===== src/include/rsd_cfg.svh =====
// Offsets, field positions, reset values and timing counts of the block
`ifndef RSD_CFG_SVH
`define RSD_CFG_SVH

// ==========================================================
// Register byte offsets
`define RSD_ADDR_CTRL 8'h00
`define RSD_ADDR_GAIN 8'h04
`define RSD_ADDR_SPEED 8'h08
`define RSD_ADDR_DUTY 8'h0c

// ==========================================================
// Control field positions
`define RSD_CTRL_SCALE_LSB 0
`define RSD_CTRL_UNIT_LSB 2
`define RSD_CTRL_SOFT_BIT 4
`define RSD_CTRL_RUN_BIT 5

// ==========================================================
// Reset values
`define RSD_SCALE_RST 2'h3
`define RSD_MANT_RST 8'ha3
`define RSD_UNIT_RST 2'h0
`define RSD_DUTY_RST 8'h00

// ==========================================================
// Gain scale values, 24 times 2^8, 2^9, 2^12, 2^13
`define RSD_SCALE_V0 18'h01800
`define RSD_SCALE_V1 18'h03000
`define RSD_SCALE_V2 18'h18000
`define RSD_SCALE_V3 18'h30000

// ==========================================================
// Back-EMF normalisation and speed unit shifts (16, 32, 64 rad/s)
`define RSD_KD_SHIFT 5'h10
`define RSD_UNIT_SH0 5'h04
`define RSD_UNIT_SH1 5'h05
`define RSD_UNIT_SH2 5'h06

// ==========================================================
// Soft start ramp timing
`define RSD_CLK_PERIOD_NS 100
`define RSD_RAMP_STEP_NS 10000
`define RSD_RAMP_STEP_CYC 8'((`RSD_RAMP_STEP_NS) / (`RSD_CLK_PERIOD_NS))

// ==========================================================
// Bus answers and divider step count
`define RSD_RESP_OKAY 2'h0
`define RSD_RESP_SLVERR 2'h2
`define RSD_DIV_STEPS 5'h1e

`endif


===== src/include/rsd_pkg.sv =====
// Types shared by the ripple speed block
package rsd_pkg;

  // ==========================================================
  // Soft start states, Gray coded along idle, ramp, run
  typedef enum logic [1:0] {
    ST_IDLE = 2'h0,
    ST_RAMP = 2'h1,
    ST_RUN = 2'h3
  } rsd_ramp_t;

endpackage : rsd_pkg


===== src/design/rsd_div.sv =====
// Sequential restoring divider for the speed estimate
`timescale 1ns/1ns
`include "rsd_cfg.svh"

module rsd_div (
  // Clock, reset, enable
  input wire logic aclk,
  input wire logic aresetn,
  input wire logic ce,
  // Request
  input wire logic start,
  input wire logic [29:0] dividend,
  input wire logic [7:0] divisor,
  // Result
  output logic busy,
  output logic done,
  output logic [29:0] quotient
);

  logic [29:0] dvd_ff;
  logic [7:0] dvs_ff;
  logic [7:0] rem_ff;
  logic [4:0] cnt_ff;
  logic busy_ff;
  logic done_ff;
  logic [29:0] orig_ff;
  wire [8:0] trial = {rem_ff, dvd_ff[29]};
  wire fits = trial >= {1'b0, dvs_ff};
  wire [8:0] nxt_rem = fits ? trial - {1'b0, dvs_ff} : trial;

  // ==========================================================
  // One quotient bit per cycle; small area beats speed at 10 MHz
  always_ff @(posedge aclk) begin
    if (!aresetn) begin
      busy_ff <= 1'b0;
      done_ff <= 1'b0;
      cnt_ff <= 5'h00;
    end else if (ce) begin
      done_ff <= 1'b0;
      if (start && !busy_ff) begin
        busy_ff <= 1'b1;
        cnt_ff <= `RSD_DIV_STEPS;
      end else if (busy_ff) begin
        cnt_ff <= cnt_ff - 5'h01;
        if (cnt_ff == 5'h01) begin
          busy_ff <= 1'b0;
          done_ff <= 1'b1;
        end
      end
    end
  end

  always_ff @(posedge aclk) begin
    if (ce && start && !busy_ff) begin
      dvd_ff <= dividend;
      orig_ff <= dividend;
      dvs_ff <= divisor;
      rem_ff <= 8'h00;
    end else if (ce && busy_ff) begin
      dvd_ff <= {dvd_ff[28:0], fits};
      rem_ff <= nxt_rem[7:0];
    end
  end

  assign busy = busy_ff;
  assign done = done_ff;
  assign quotient = dvd_ff;
endmodule : rsd_div


===== src/design/rsd_ripple_speed.sv =====
// Ripple speed estimate with gain scaling, soft start and AXI4-Lite registers
`timescale 1ns/1ns
`include "rsd_cfg.svh"

// Notes on behaviour
// - Gain scale 00b,01b,10b,11b means 24 times 2^8, 2^9, 2^12, 2^13.
// - Gain mantissa is an unsigned 8-bit value, zero through 255.
// - Estimate rises with gain scale and falls inversely with mantissa.
// - Gain scale resets to 11b.
// - Gain mantissa resets to 163.
// - Speed register holds a count; rad/s is count times the unit step.
// - Unit 00b gives 16 rad/s steps, 01b 32, 10b 64 rad/s steps.
// - Soft start ramps the bridge duty cycle during startup.
module rsd_ripple_speed (
  // Clock, reset, enable
  input wire logic aclk,
  input wire logic aresetn,
  input wire logic ce,
  // AXI4-Lite write address and data
  input wire logic [7:0] s_axi_awaddr,
  input wire logic s_axi_awvalid,
  output logic s_axi_awready,
  input wire logic [31:0] s_axi_wdata,
  input wire logic [3:0] s_axi_wstrb,
  input wire logic s_axi_wvalid,
  output logic s_axi_wready,
  // AXI4-Lite write response
  output logic [1:0] s_axi_bresp,
  output logic s_axi_bvalid,
  input wire logic s_axi_bready,
  // AXI4-Lite read
  input wire logic [7:0] s_axi_araddr,
  input wire logic s_axi_arvalid,
  output logic s_axi_arready,
  output logic [31:0] s_axi_rdata,
  output logic [1:0] s_axi_rresp,
  output logic s_axi_rvalid,
  input wire logic s_axi_rready,
  // Back-EMF sample stream
  input wire logic [11:0] back_emf_sample,
  input wire logic back_emf_valid,
  // Power stage
  output logic [7:0] pwm_duty
);

  // ==========================================================
  // State
  logic awready_ff, wready_ff, aw_held_ff, w_held_ff, bvalid_ff;
  logic [1:0] bresp_ff;
  logic [7:0] awaddr_ff;
  logic [7:0] wdata_ff;
  logic wstrb_ff;
  logic arready_ff, rvalid_ff;
  logic [1:0] rresp_ff;
  logic [31:0] rdata_ff;
  logic [1:0] back_emf_gain_scale_ff;
  logic [7:0] back_emf_gain_mantissa_ff;
  logic [1:0] unit_ff;
  logic soft_ff, run_ff;
  logic [7:0] duty_tgt_ff;
  logic [7:0] estimated_ripple_speed_ff;
  logic start_ff;
  logic [29:0] dividend_ff;
  rsd_pkg::rsd_ramp_t state_ff, nxt_state;
  logic [7:0] pwm_duty_ff, nxt_duty;
  logic [7:0] ramp_cnt_ff, nxt_cnt;
  logic div_busy, div_done;
  logic [29:0] div_q;

  // ==========================================================
  // Bus decode
  wire aw_hs = s_axi_awvalid && awready_ff;
  wire w_hs = s_axi_wvalid && wready_ff;
  wire do_wr = aw_held_ff && w_held_ff && !bvalid_ff;
  wire b_hs = bvalid_ff && s_axi_bready;
  wire ar_hs = s_axi_arvalid && arready_ff;
  wire r_hs = rvalid_ff && s_axi_rready;
  wire wr_en = do_wr && wstrb_ff;
  wire wr_ctrl = wr_en && awaddr_ff == `RSD_ADDR_CTRL;
  wire wr_gain = wr_en && awaddr_ff == `RSD_ADDR_GAIN;
  wire wr_duty = wr_en && awaddr_ff == `RSD_ADDR_DUTY;
  wire wr_hit = awaddr_ff == `RSD_ADDR_CTRL ||
    awaddr_ff == `RSD_ADDR_GAIN || awaddr_ff == `RSD_ADDR_SPEED ||
    awaddr_ff == `RSD_ADDR_DUTY;
  wire [7:0] ar_word = {s_axi_araddr[7:2], 2'b00};
  wire [31:0] rd_ctrl = {26'h0, run_ff, soft_ff, unit_ff,
    back_emf_gain_scale_ff};
  wire rd_hit = ar_word == `RSD_ADDR_CTRL || ar_word == `RSD_ADDR_GAIN ||
    ar_word == `RSD_ADDR_SPEED || ar_word == `RSD_ADDR_DUTY;
  wire [31:0] rd_mux =
    ar_word == `RSD_ADDR_CTRL ? rd_ctrl :
    ar_word == `RSD_ADDR_GAIN ? {24'h0, back_emf_gain_mantissa_ff} :
    ar_word == `RSD_ADDR_SPEED ? {24'h0, estimated_ripple_speed_ff} :
    ar_word == `RSD_ADDR_DUTY ? {24'h0, duty_tgt_ff} : 32'h0;

  // ==========================================================
  // Write channel
  always_ff @(posedge aclk) begin
    if (!aresetn) begin
      awready_ff <= 1'b1;
      wready_ff <= 1'b1;
      aw_held_ff <= 1'b0;
      w_held_ff <= 1'b0;
      bvalid_ff <= 1'b0;
      bresp_ff <= `RSD_RESP_OKAY;
    end else if (ce) begin
      if (aw_hs) begin
        awready_ff <= 1'b0;
        aw_held_ff <= 1'b1;
      end
      if (w_hs) begin
        wready_ff <= 1'b0;
        w_held_ff <= 1'b1;
      end
      if (do_wr) begin
        aw_held_ff <= 1'b0;
        w_held_ff <= 1'b0;
        bvalid_ff <= 1'b1;
        bresp_ff <= wr_hit ? `RSD_RESP_OKAY : `RSD_RESP_SLVERR;
      end
      if (b_hs) begin
        bvalid_ff <= 1'b0;
        awready_ff <= 1'b1;
        wready_ff <= 1'b1;
      end
    end
  end

  always_ff @(posedge aclk) begin
    if (ce && aw_hs) awaddr_ff <= {s_axi_awaddr[7:2], 2'b00};
    if (ce && w_hs) begin
      wdata_ff <= s_axi_wdata[7:0];
      wstrb_ff <= s_axi_wstrb[0];
    end
  end

  // ==========================================================
  // Read channel, data one cycle after the address is taken
  always_ff @(posedge aclk) begin
    if (!aresetn) begin
      arready_ff <= 1'b1;
      rvalid_ff <= 1'b0;
      rresp_ff <= `RSD_RESP_OKAY;
      rdata_ff <= 32'h0;
    end else if (ce) begin
      if (ar_hs) begin
        arready_ff <= 1'b0;
        rvalid_ff <= 1'b1;
        rdata_ff <= rd_mux;
        rresp_ff <= rd_hit ? `RSD_RESP_OKAY : `RSD_RESP_SLVERR;
      end else if (r_hs) begin
        arready_ff <= 1'b1;
        rvalid_ff <= 1'b0;
      end
    end
  end

  // ==========================================================
  // Registers; only byte lane 0 carries fields
  always_ff @(posedge aclk) begin
    if (!aresetn) begin
      back_emf_gain_scale_ff <= `RSD_SCALE_RST;
      back_emf_gain_mantissa_ff <= `RSD_MANT_RST;
      unit_ff <= `RSD_UNIT_RST;
      soft_ff <= 1'b0;
      run_ff <= 1'b0;
      duty_tgt_ff <= `RSD_DUTY_RST;
    end else if (ce) begin
      if (wr_ctrl) begin
        back_emf_gain_scale_ff <= wdata_ff[`RSD_CTRL_SCALE_LSB +: 2];
        unit_ff <= wdata_ff[`RSD_CTRL_UNIT_LSB +: 2];
        soft_ff <= wdata_ff[`RSD_CTRL_SOFT_BIT];
        run_ff <= wdata_ff[`RSD_CTRL_RUN_BIT];
      end
      if (wr_gain) back_emf_gain_mantissa_ff <= wdata_ff;
      if (wr_duty) duty_tgt_ff <= wdata_ff;
    end
  end

  // ==========================================================
  // Speed estimate: sample times scale, over mantissa, in unit steps
  wire [17:0] scale_val =
    back_emf_gain_scale_ff == 2'b00 ? `RSD_SCALE_V0 :
    back_emf_gain_scale_ff == 2'b01 ? `RSD_SCALE_V1 :
    back_emf_gain_scale_ff == 2'b10 ? `RSD_SCALE_V2 :
    `RSD_SCALE_V3;
  wire [4:0] unit_sh = unit_ff == 2'b00 ? `RSD_UNIT_SH0 :
    unit_ff == 2'b01 ? `RSD_UNIT_SH1 : `RSD_UNIT_SH2;
  wire [4:0] tot_sh = `RSD_KD_SHIFT + unit_sh;
  wire [29:0] q_sh = div_q >> tot_sh;
  wire [7:0] q_sat = |q_sh[29:8] ? 8'hff : q_sh[7:0];
  wire smp_take = back_emf_valid && run_ff && !div_busy && !start_ff;
  wire mant_zero = back_emf_gain_mantissa_ff == 8'h00;

  // Samples arriving while the divider works are dropped, not queued
  always_ff @(posedge aclk) begin
    if (!aresetn) begin
      start_ff <= 1'b0;
      estimated_ripple_speed_ff <= 8'h00;
    end else if (ce) begin
      start_ff <= smp_take && !mant_zero;
      if (smp_take && !mant_zero)
        dividend_ff <= 30'(back_emf_sample) * 30'(scale_val);
      if (smp_take && mant_zero)
        estimated_ripple_speed_ff <= 8'hff;
      else if (div_done)
        estimated_ripple_speed_ff <= q_sat;
    end
  end

  rsd_div u_div (
    .aclk(aclk),
    .aresetn(aresetn),
    .ce(ce),
    .start(start_ff),
    .dividend(dividend_ff),
    .divisor(back_emf_gain_mantissa_ff),
    .busy(div_busy),
    .done(div_done),
    .quotient(div_q)
  );

  // ==========================================================
  // Soft start: duty climbs one count per step time to the target
  always_comb begin
    nxt_state = state_ff;
    nxt_duty = pwm_duty_ff;
    nxt_cnt = ramp_cnt_ff;
    case (state_ff)
      rsd_pkg::ST_IDLE: begin
        nxt_duty = 8'h00;
        nxt_cnt = `RSD_RAMP_STEP_CYC - 8'h01;
        if (run_ff)
          nxt_state = soft_ff ? rsd_pkg::ST_RAMP : rsd_pkg::ST_RUN;
      end
      rsd_pkg::ST_RAMP: begin
        if (!run_ff) begin
          nxt_state = rsd_pkg::ST_IDLE;
          nxt_duty = 8'h00;
        end else if (pwm_duty_ff >= duty_tgt_ff) begin
          nxt_state = rsd_pkg::ST_RUN;
          nxt_duty = duty_tgt_ff;
        end else if (ramp_cnt_ff == 8'h00) begin
          nxt_duty = pwm_duty_ff + 8'h01;
          nxt_cnt = `RSD_RAMP_STEP_CYC - 8'h01;
        end else begin
          nxt_cnt = ramp_cnt_ff - 8'h01;
        end
      end
      rsd_pkg::ST_RUN: begin
        nxt_duty = run_ff ? duty_tgt_ff : 8'h00;
        if (!run_ff) nxt_state = rsd_pkg::ST_IDLE;
      end
      default: begin
        nxt_state = rsd_pkg::ST_IDLE;
        nxt_duty = 8'h00;
      end
    endcase
  end

  always_ff @(posedge aclk) begin
    if (!aresetn) begin
      state_ff <= rsd_pkg::ST_IDLE;
      pwm_duty_ff <= 8'h00;
      ramp_cnt_ff <= 8'h00;
    end else if (ce) begin
      state_ff <= nxt_state;
      pwm_duty_ff <= nxt_duty;
      ramp_cnt_ff <= nxt_cnt;
    end
  end

  // ==========================================================
  // Outputs
  assign s_axi_awready = awready_ff;
  assign s_axi_wready = wready_ff;
  assign s_axi_bresp = bresp_ff;
  assign s_axi_bvalid = bvalid_ff;
  assign s_axi_arready = arready_ff;
  assign s_axi_rdata = rdata_ff;
  assign s_axi_rresp = rresp_ff;
  assign s_axi_rvalid = rvalid_ff;
  assign pwm_duty = pwm_duty_ff;

  wire [3:0] chk_sh = {1'b1, back_emf_gain_scale_ff[1], 1'b0,
    back_emf_gain_scale_ff[0]};
endmodule : rsd_ripple_speed


===== config.mk =====
export PLATFORM = sky130hd
export DESIGN_NAME = rsd_ripple_speed
export DESIGN_NICKNAME = d
export VERILOG_FILES = /design/src/include/rsd_pkg.sv /design/src/design/rsd_div.sv /design/src/design/rsd_ripple_speed.sv
export VERILOG_INCLUDE_DIRS = /design/src /design/src/include
export SDC_FILE = /design/constraint.sdc
export NUM_CORES = 1
export LEC_CHECK = 0
export BUFFER_PORTS_ARGS = -buffer_cell sky130_fd_sc_hd__buf_2
export CAP_MARGIN = 20
export CORE_MARGIN = 5
export CORE_UTILIZATION = 55
export CTS_BUF_LIST = sky130_fd_sc_hd__clkbuf_4 sky130_fd_sc_hd__clkbuf_8
export CTS_CLUSTER_SIZE = 10
export DETAILED_ROUTE_END_ITERATION = 16
export PLACE_DENSITY = 0.85
export SYNTH_ARGS = -nofsm -noshare
export SYNTH_HDL_FRONTEND = slang
export SYNTH_SLANG_ARGS = --single-unit

===== constraint.sdc =====
create_clock -name aclk -period 12.8 [get_ports aclk]
set_input_delay 2.56 -clock aclk [delete_from_list [all_inputs] [get_ports aclk]]
set_output_delay 2.56 -clock aclk [all_outputs]
set_load 0.1 [all_outputs]

== Word-level counts from Yosys, hierarchy flattened ==
Index checks and enable logic that the tools add are counted.
Storage, ports and cells
  register bits after elaboration: 190
  input bits: 73
  output and inout bits: 49
Cells by class
  $add $sub $neg: 5
  multipliers: 1
  magnitude comparators: 2
  equality and inequality tests: 18
  shift-type cells: 1
  muxes and demuxes: 54
  reduce and logical (&&, ||, !) cells: 67
Operators by type and width (number)
  $mux W8: 15
  $mux W30: 2
  $mux W18: 3
  $logic_not A8 Y1: 4
  $pmux W8 S2: 2
  $mul A12 B18 Y30: 1
  $shr A30 B5 Y30: 1
  $reduce_and A2 Y1: 14
  $eq A6 B2 Y1 const B: 4
  $logic_and A1 B1 Y1: 22
  $reduce_or A22 Y1: 1
  $mux W1: 20
  $reduce_bool A2 Y1: 10
  $mux W2: 9
  $eq A6 B1 Y1 const B: 2
  $mux W5: 2
  $ge A9 B8 Y1: 1
  $add A8 B1 Y8 const B: 1
  $ge A8 B8 Y1: 1
  $ne A2 B2 Y1 const B: 4
  $reduce_and A4 Y1: 2
  $sub A8 B1 Y8 const B: 1
  $sub A8 B8 Y8: 1
  $eq A2 B1 Y1 const B: 3
  11 further kinds: 22

== Longest topological paths before layout ==
  depth after elaboration: 9
  mapped depth: 19
  mapped depth without buffers: 18

== Modules after synthesis ==
From an unflattened synthesis, not the netlist that was laid out.
Second synthesis, totals
  cells, all modules: 1031
  area total of the unflattened synthesis: 10080.9 um^2
Modules (own cells, without submodules)
  rsd_ripple_speed: instances 1, cells an instance 757, area each 7422.1 um^2, seq. area each 2342.2 um^2
  rsd_div: instances 1, cells an instance 274, area each 2658.8 um^2, seq. area each 1441.4 um^2

== Worst setup path after synthesis ==
OpenSTA, ideal clock, no wires.
  kind: input port to flip-flop
  start: input port back_emf_sample[5]
  end: register dividend_ff[29], data pin
  library setup time: 0.260 ns
  arrival: 6.390 ns
  required time: 12.540 ns
  setup slack: 6.151 ns
  stages on the path: 17
  buffers on the path: 0
  cells stage by stage: and2_1 > nand2_1 > fa_1 > fa_1 > inv_1 > ha_1 > fa_1 > inv_1 > fa_1 > inv_1 > ha_1 > nand2_1 > a21boi_0 > o41ai_1 > a21oi_1 > a31oi_1 > xnor2_1
Between the ends
  longest elaborated chain between the ends: 1
Ends and longest elaborated chain
  start: declaration: line rsd_ripple_speed.sv:40  | input wire logic [11:0] back_emf_sample,
  $mul A12 B18 Y30: line rsd_ripple_speed.sv:203  | dividend_ff <= 30'(back_emf_sample) * 30'(scale_val);
  end signal: assignment: line rsd_ripple_speed.sv:203
  end: declaration: line rsd_ripple_speed.sv:63  | logic [29:0] dividend_ff;
Every way passes these cells.
A chain may end at the register's enable or synchronous reset.

== Worst setup path in the final report ==
Same ends and word-level chain as after synthesis.

==> metrics.sh <==
WIRE_LENGTH_OF_THE_FIRST_GLOBAL_ROUTING_PASS_MM=32.9
MAPPEDNETLISTAREA_SQ_UM=9840
WORST_SLEW_MARGIN_REL_PCT=35.3
SETUP.WORST_PATH.START_CLASS='primary input'
SYNTH_ENABLE_FLOP_CELLS=72
TRITONCTS.NUM_BUFFERS=17
TRACK_USAGE_PCT=19.5
MAXIMUM_ROOT_TO_SINK_BUFFER_COUNT=2
SYNTH.LIB_CELLS_USED.DISTINCT=73
HP-CLASS='reg -> reg'
SYNTH-MAIN-FF-CELL='sky130_fd_sc_hd__dfxtp_1'
ANTENNA-DIODE-COUNT=0
P_LEAK_nW=4.73
CRITICAL-PATH-TOP-DELAY-FAMILY='adder cells'
FINAL.MIN_CLOCK_PERIOD_NS=6.65
STD_CELL_ROWS=49
MAX_CAP_VIOL_COUNT=0
RESULT_OF_THE_RUN='complete, no violations'
FINALCRITPERIODSHARE_PCT=51.9
PLACEMENT.IO_BUFFERS=64
SETUP.WORST_PATH.CLASS='in -> reg'
DPL_CELL_AREA_SQ_UM=10200
POSTSYNTHAREAPERCELL_SQ_UM=9.74
CORE_AREA_SQ_UM=17800
ROOT_BUFFER='sky130_fd_sc_hd__clkbuf_8'
DRT_FIRST_PASS_ITERS=5
MAXIMUM_NUMBER_OF_PINS_ON_ONE_NET_BEFORE_GLOBAL_ROUTE_REPAIR=42
FIRST_GLOBAL_VIAS=7081
LAYOUT.FILLER_CELLS=1420
LAYOUT-DRIVE-GT1-SHARE_PCT=12.5
SEQ_AREA_FRAC_SYNTH_PCT=38.4
GLOBALROUTEOVERFLOWTOTAL=0
DETAIL_ROUTE.WL_PER_CELL_UM=15.1
FLOW.AREA_GROWTH_FROM_SYNTHESIS_PCT=8.50
TRANSITION_AT_THE_PIN_WITH_THE_SMALLEST_MAX_TRANSITION_SLACK_NS=0.969
DIE-HEIGHT_UM=144
SYNTH_WARN=0
DESIGN.DIE.AREA_SQ_UM=20700
DRT_ITER0_DRC=473
FF_LATCH_COUNT_SYNTH=153
PATH_BUF_INV=4
FINAL-MAX-SLEW-VIOLATION-COUNT=0
NETS=1264
HPWL_MM=14.3
ACHIEVABLE-FREQUENCY_GHz=0.150
DIE_W_UM=144
ANTENNA_FOUND_INITIAL=0
UNREPAIRED_SETUP_ENDPOINTS_AFTER_GLOBAL_ROUTING='false'
ANTENNA_LEFT=0
CRIT_FANOUT=5
CTS_POST_SETUP_BUFFERS_INSERTED=0
NUMCLOCKSINKS=153
VIAS=7212
SYN_INST=1011
TOTAL_POWER_mW=1.05
SYNTHARSTFLOPSHARE_PCT=0
CLK_TRANSITION_REPORTED_PATHS_NS=0.09
CRITICAL_PATH.CELL_CHAIN='buf_2 -> nor2b_1 -> nand2_1 -> fa_1 -> inv_1 -> ha_1 -> fa_1 -> ha_1 -> inv_1 -> fa_1 -> inv_1 -> ha_1 -> a211oi_1 -> nor2_1 -> o41ai_1 -> a21oi_1 -> a31oi_1 -> xnor2_1'
VIASPERCELL=5.53
CRITICAL-PATH-MAX-STAGE-DELAY_NS=0.57
PIN_COUNT=122
ENDPOINT_KIND='flop'
CTS_TREE='built'
GP_CONGESTION=0.861
CRITICAL_PATH.SLOWEST_CELL='sky130_fd_sc_hd__fa_1'
SETUP-VIOLATIONS-FINAL=0
FIN_TNS_SETUP_NS=0
HTREE_LEVELS=4
WORST_CLOCK_SKEW_NS=0.00997
IR_WORST_VDD_V=0.0000790
POWER_DENSITY_nW_PER_UM2=98.7
FINALHOLDVIOLATIONS=0
CTS.REPAIR.RESIZED=0
STARTING_UTILIZATION_OF_THE_CORE_AREA_PCT=55.4
CRITICAL_PATH_REQUIRED_NS=13.02
DRC=0
CRITICAL_PATH_ARRIVAL_NS=6.87
POST-ROUTE-CELL-AREA_SQ_UM=10700
WIRELENGTH_MM=19.6
CLKLATENCYLATEPIN_NS=0.46
CTS_HOLD_REPAIR.BUFFERS=0
## logic make-up (layout without fill, tap and decap cells)
family                   Yosys count  in the layout  synth area share (%)
flip-flops                       153            153                  38.4
AO/OA/AOI/OAI                    160            160                  11.0
adder cells (fa/ha/maj)          129            129                  19.4
other                              1             26                0.0381
AND/OR/NAND/NOR                  339            339                  16.8
XOR/XNOR                          20             20                  1.78
buffers and inverters            168            207                  7.54
multiplexers                      41             41                  5.07
## layout by cell type, fill, tap and decap left out, types with 16 or more instances in the layout
cell / synthesis / final
sky130_fd_sc_hd__nand2_1: 117 / 117
sky130_fd_sc_hd__inv_1: 107 / 107
sky130_fd_sc_hd__ha_1: 90 / 90
sky130_fd_sc_hd__dfxtp_1: 81 / 81
sky130_fd_sc_hd__nor2_1: 73 / 73
sky130_fd_sc_hd__edfxtp_1: 72 / 72
sky130_fd_sc_hd__buf_2: 5 / 64
sky130_fd_sc_hd__a21oi_1: 44 / 43
sky130_fd_sc_hd__and2_1: 41 / 41
sky130_fd_sc_hd__fa_1: 39 / 39
sky130_fd_sc_hd__conb_1: 1 / 26
sky130_fd_sc_hd__mux2i_1: 24 / 24
sky130_fd_sc_hd__nand3_1: 20 / 20
sky130_fd_sc_hd__nor3_1: 19 / 19
sky130_fd_sc_hd__nor2b_1: 18 / 18
sky130_fd_sc_hd__and3_1: 18 / 18
sky130_fd_sc_hd__o21ai_0: 17 / 17
sky130_fd_sc_hd__clkbuf_8: 0 / 17
sky130_fd_sc_hd__o21ai_1: 16 / 16
## registers in the layout, indices dropped and copies added, names as in the netlist, 2 cells and up
signal	cells
ramp_cnt_ff	8
s_axi_rdata	8
back_emf_gain_scale_ff	2
pwm_duty	8
unit_ff	2
u_div.quotient	30
duty_tgt_ff	8
u_div.dvs_ff	8
u_div.rem_ff	8
dividend_ff	19
state_ff	2
wdata_ff	8
back_emf_gain_mantissa_ff	8
awaddr_ff	6
estimated_ripple_speed_ff	8
u_div.cnt_ff	5
## power by group
part           internal (mW)  leakage (nW)  total (mW)  switching [mW]
Sequential             0.517          1.32       0.522         0.00491
Clock                  0.181         0.209       0.382           0.201
Combinational         0.0474          3.21       0.150           0.103
## Yosys cell counts (6+ instances only)
library cell | n | area (sq um)
sky130_fd_sc_hd__a21o_1 | 9 | 67.6
sky130_fd_sc_hd__mux4_2 | 6 | 135
sky130_fd_sc_hd__mux2_2 | 9 | 101
sky130_fd_sc_hd__nor2b_1 | 18 | 113
sky130_fd_sc_hd__ha_1 | 90 | 1130
sky130_fd_sc_hd__a22oi_1 | 13 | 97.6
sky130_fd_sc_hd__buf_4 | 28 | 210
sky130_fd_sc_hd__clkbuf_1 | 25 | 93.8
sky130_fd_sc_hd__xnor2_1 | 15 | 131
sky130_fd_sc_hd__edfxtp_1 | 72 | 2160
sky130_fd_sc_hd__nand3_1 | 20 | 100
sky130_fd_sc_hd__dfxtp_1 | 81 | 1620
sky130_fd_sc_hd__fa_1 | 39 | 781
sky130_fd_sc_hd__o22ai_1 | 7 | 43.8
sky130_fd_sc_hd__mux2i_1 | 24 | 240
sky130_fd_sc_hd__nor2_1 | 73 | 274
sky130_fd_sc_hd__a21oi_1 | 44 | 220
sky130_fd_sc_hd__a211oi_1 | 10 | 75.1
sky130_fd_sc_hd__nor3_1 | 19 | 95.1
sky130_fd_sc_hd__nand2_1 | 117 | 439
sky130_fd_sc_hd__nand2b_1 | 7 | 43.8
sky130_fd_sc_hd__inv_1 | 107 | 402
sky130_fd_sc_hd__and3_1 | 18 | 113
sky130_fd_sc_hd__o21ai_0 | 17 | 85.1
sky130_fd_sc_hd__and2_1 | 41 | 257
sky130_fd_sc_hd__o21ai_1 | 16 | 80.1
## through the flow
step / util [%] / hold WS, ns / std cells / worst slack (ns)
global placement: 57.5 / 0.442 / 1270 / 5.82
floorplan: - / 0.433 / 1036 / 6.15
CTS: 59.8 / 0.475 / 1302 / 6.18
global route: 60.1 / 0.497 / 1304 / 5.83
finish: 60.1 / 0.476 / 1304 / 6.15
detailed placement: 57.5 / 0.450 / 1270 / 5.70
## worst min-delay path, stage by stage, from the launching register on
cell	delay (ns)
sky130_fd_sc_hd__dfxtp_1	0.33
sky130_fd_sc_hd__nand2_1	0.05
sky130_fd_sc_hd__o21ai_1	0.05
## final cells by class
type | count | area, sq um | share of cell area, %
clock buffers | 17 | 234 | 2.19
clock inverters | 15 | 185 | 1.73
inverters | 108 | 405 | 3.80
multi-input cells | 715 | 5420 | 50.7
flip-flops and latches | 153 | 3780 | 35.4
well taps | 229 | 287 | 2.68
repair buffers | 67 | 370 | 3.47
## path summary, 6_finish.rpt
kind                                               start                           end  slack, ns  depth (start not counted)
setup / recovery                      back_emf_sample[5]     dividend_ff[29]$_DFFE_PP_       6.15                         18
setup reg to reg  back_emf_gain_scale_ff[0]$_SDFFE_PN1P_     dividend_ff[29]$_DFFE_PP_       7.05                         17
hold reg to reg             u_div.rem_ff[2]$_SDFFE_PP0P_  u_div.rem_ff[2]$_SDFFE_PP0P_       0.48                          2
hold / removal              u_div.rem_ff[2]$_SDFFE_PP0P_  u_div.rem_ff[2]$_SDFFE_PP0P_       0.48                          2
## routing by layer
metal,part of all wire (%),vias up,global-route usage [%]
met1,42,3456,25.1
li1,-,3531,-
met3,5.2,31,3.29
met2,51,194,33.9
met5,0,-,0
met4,1.4,0,5.70
(Power assumes the default switching activity.)
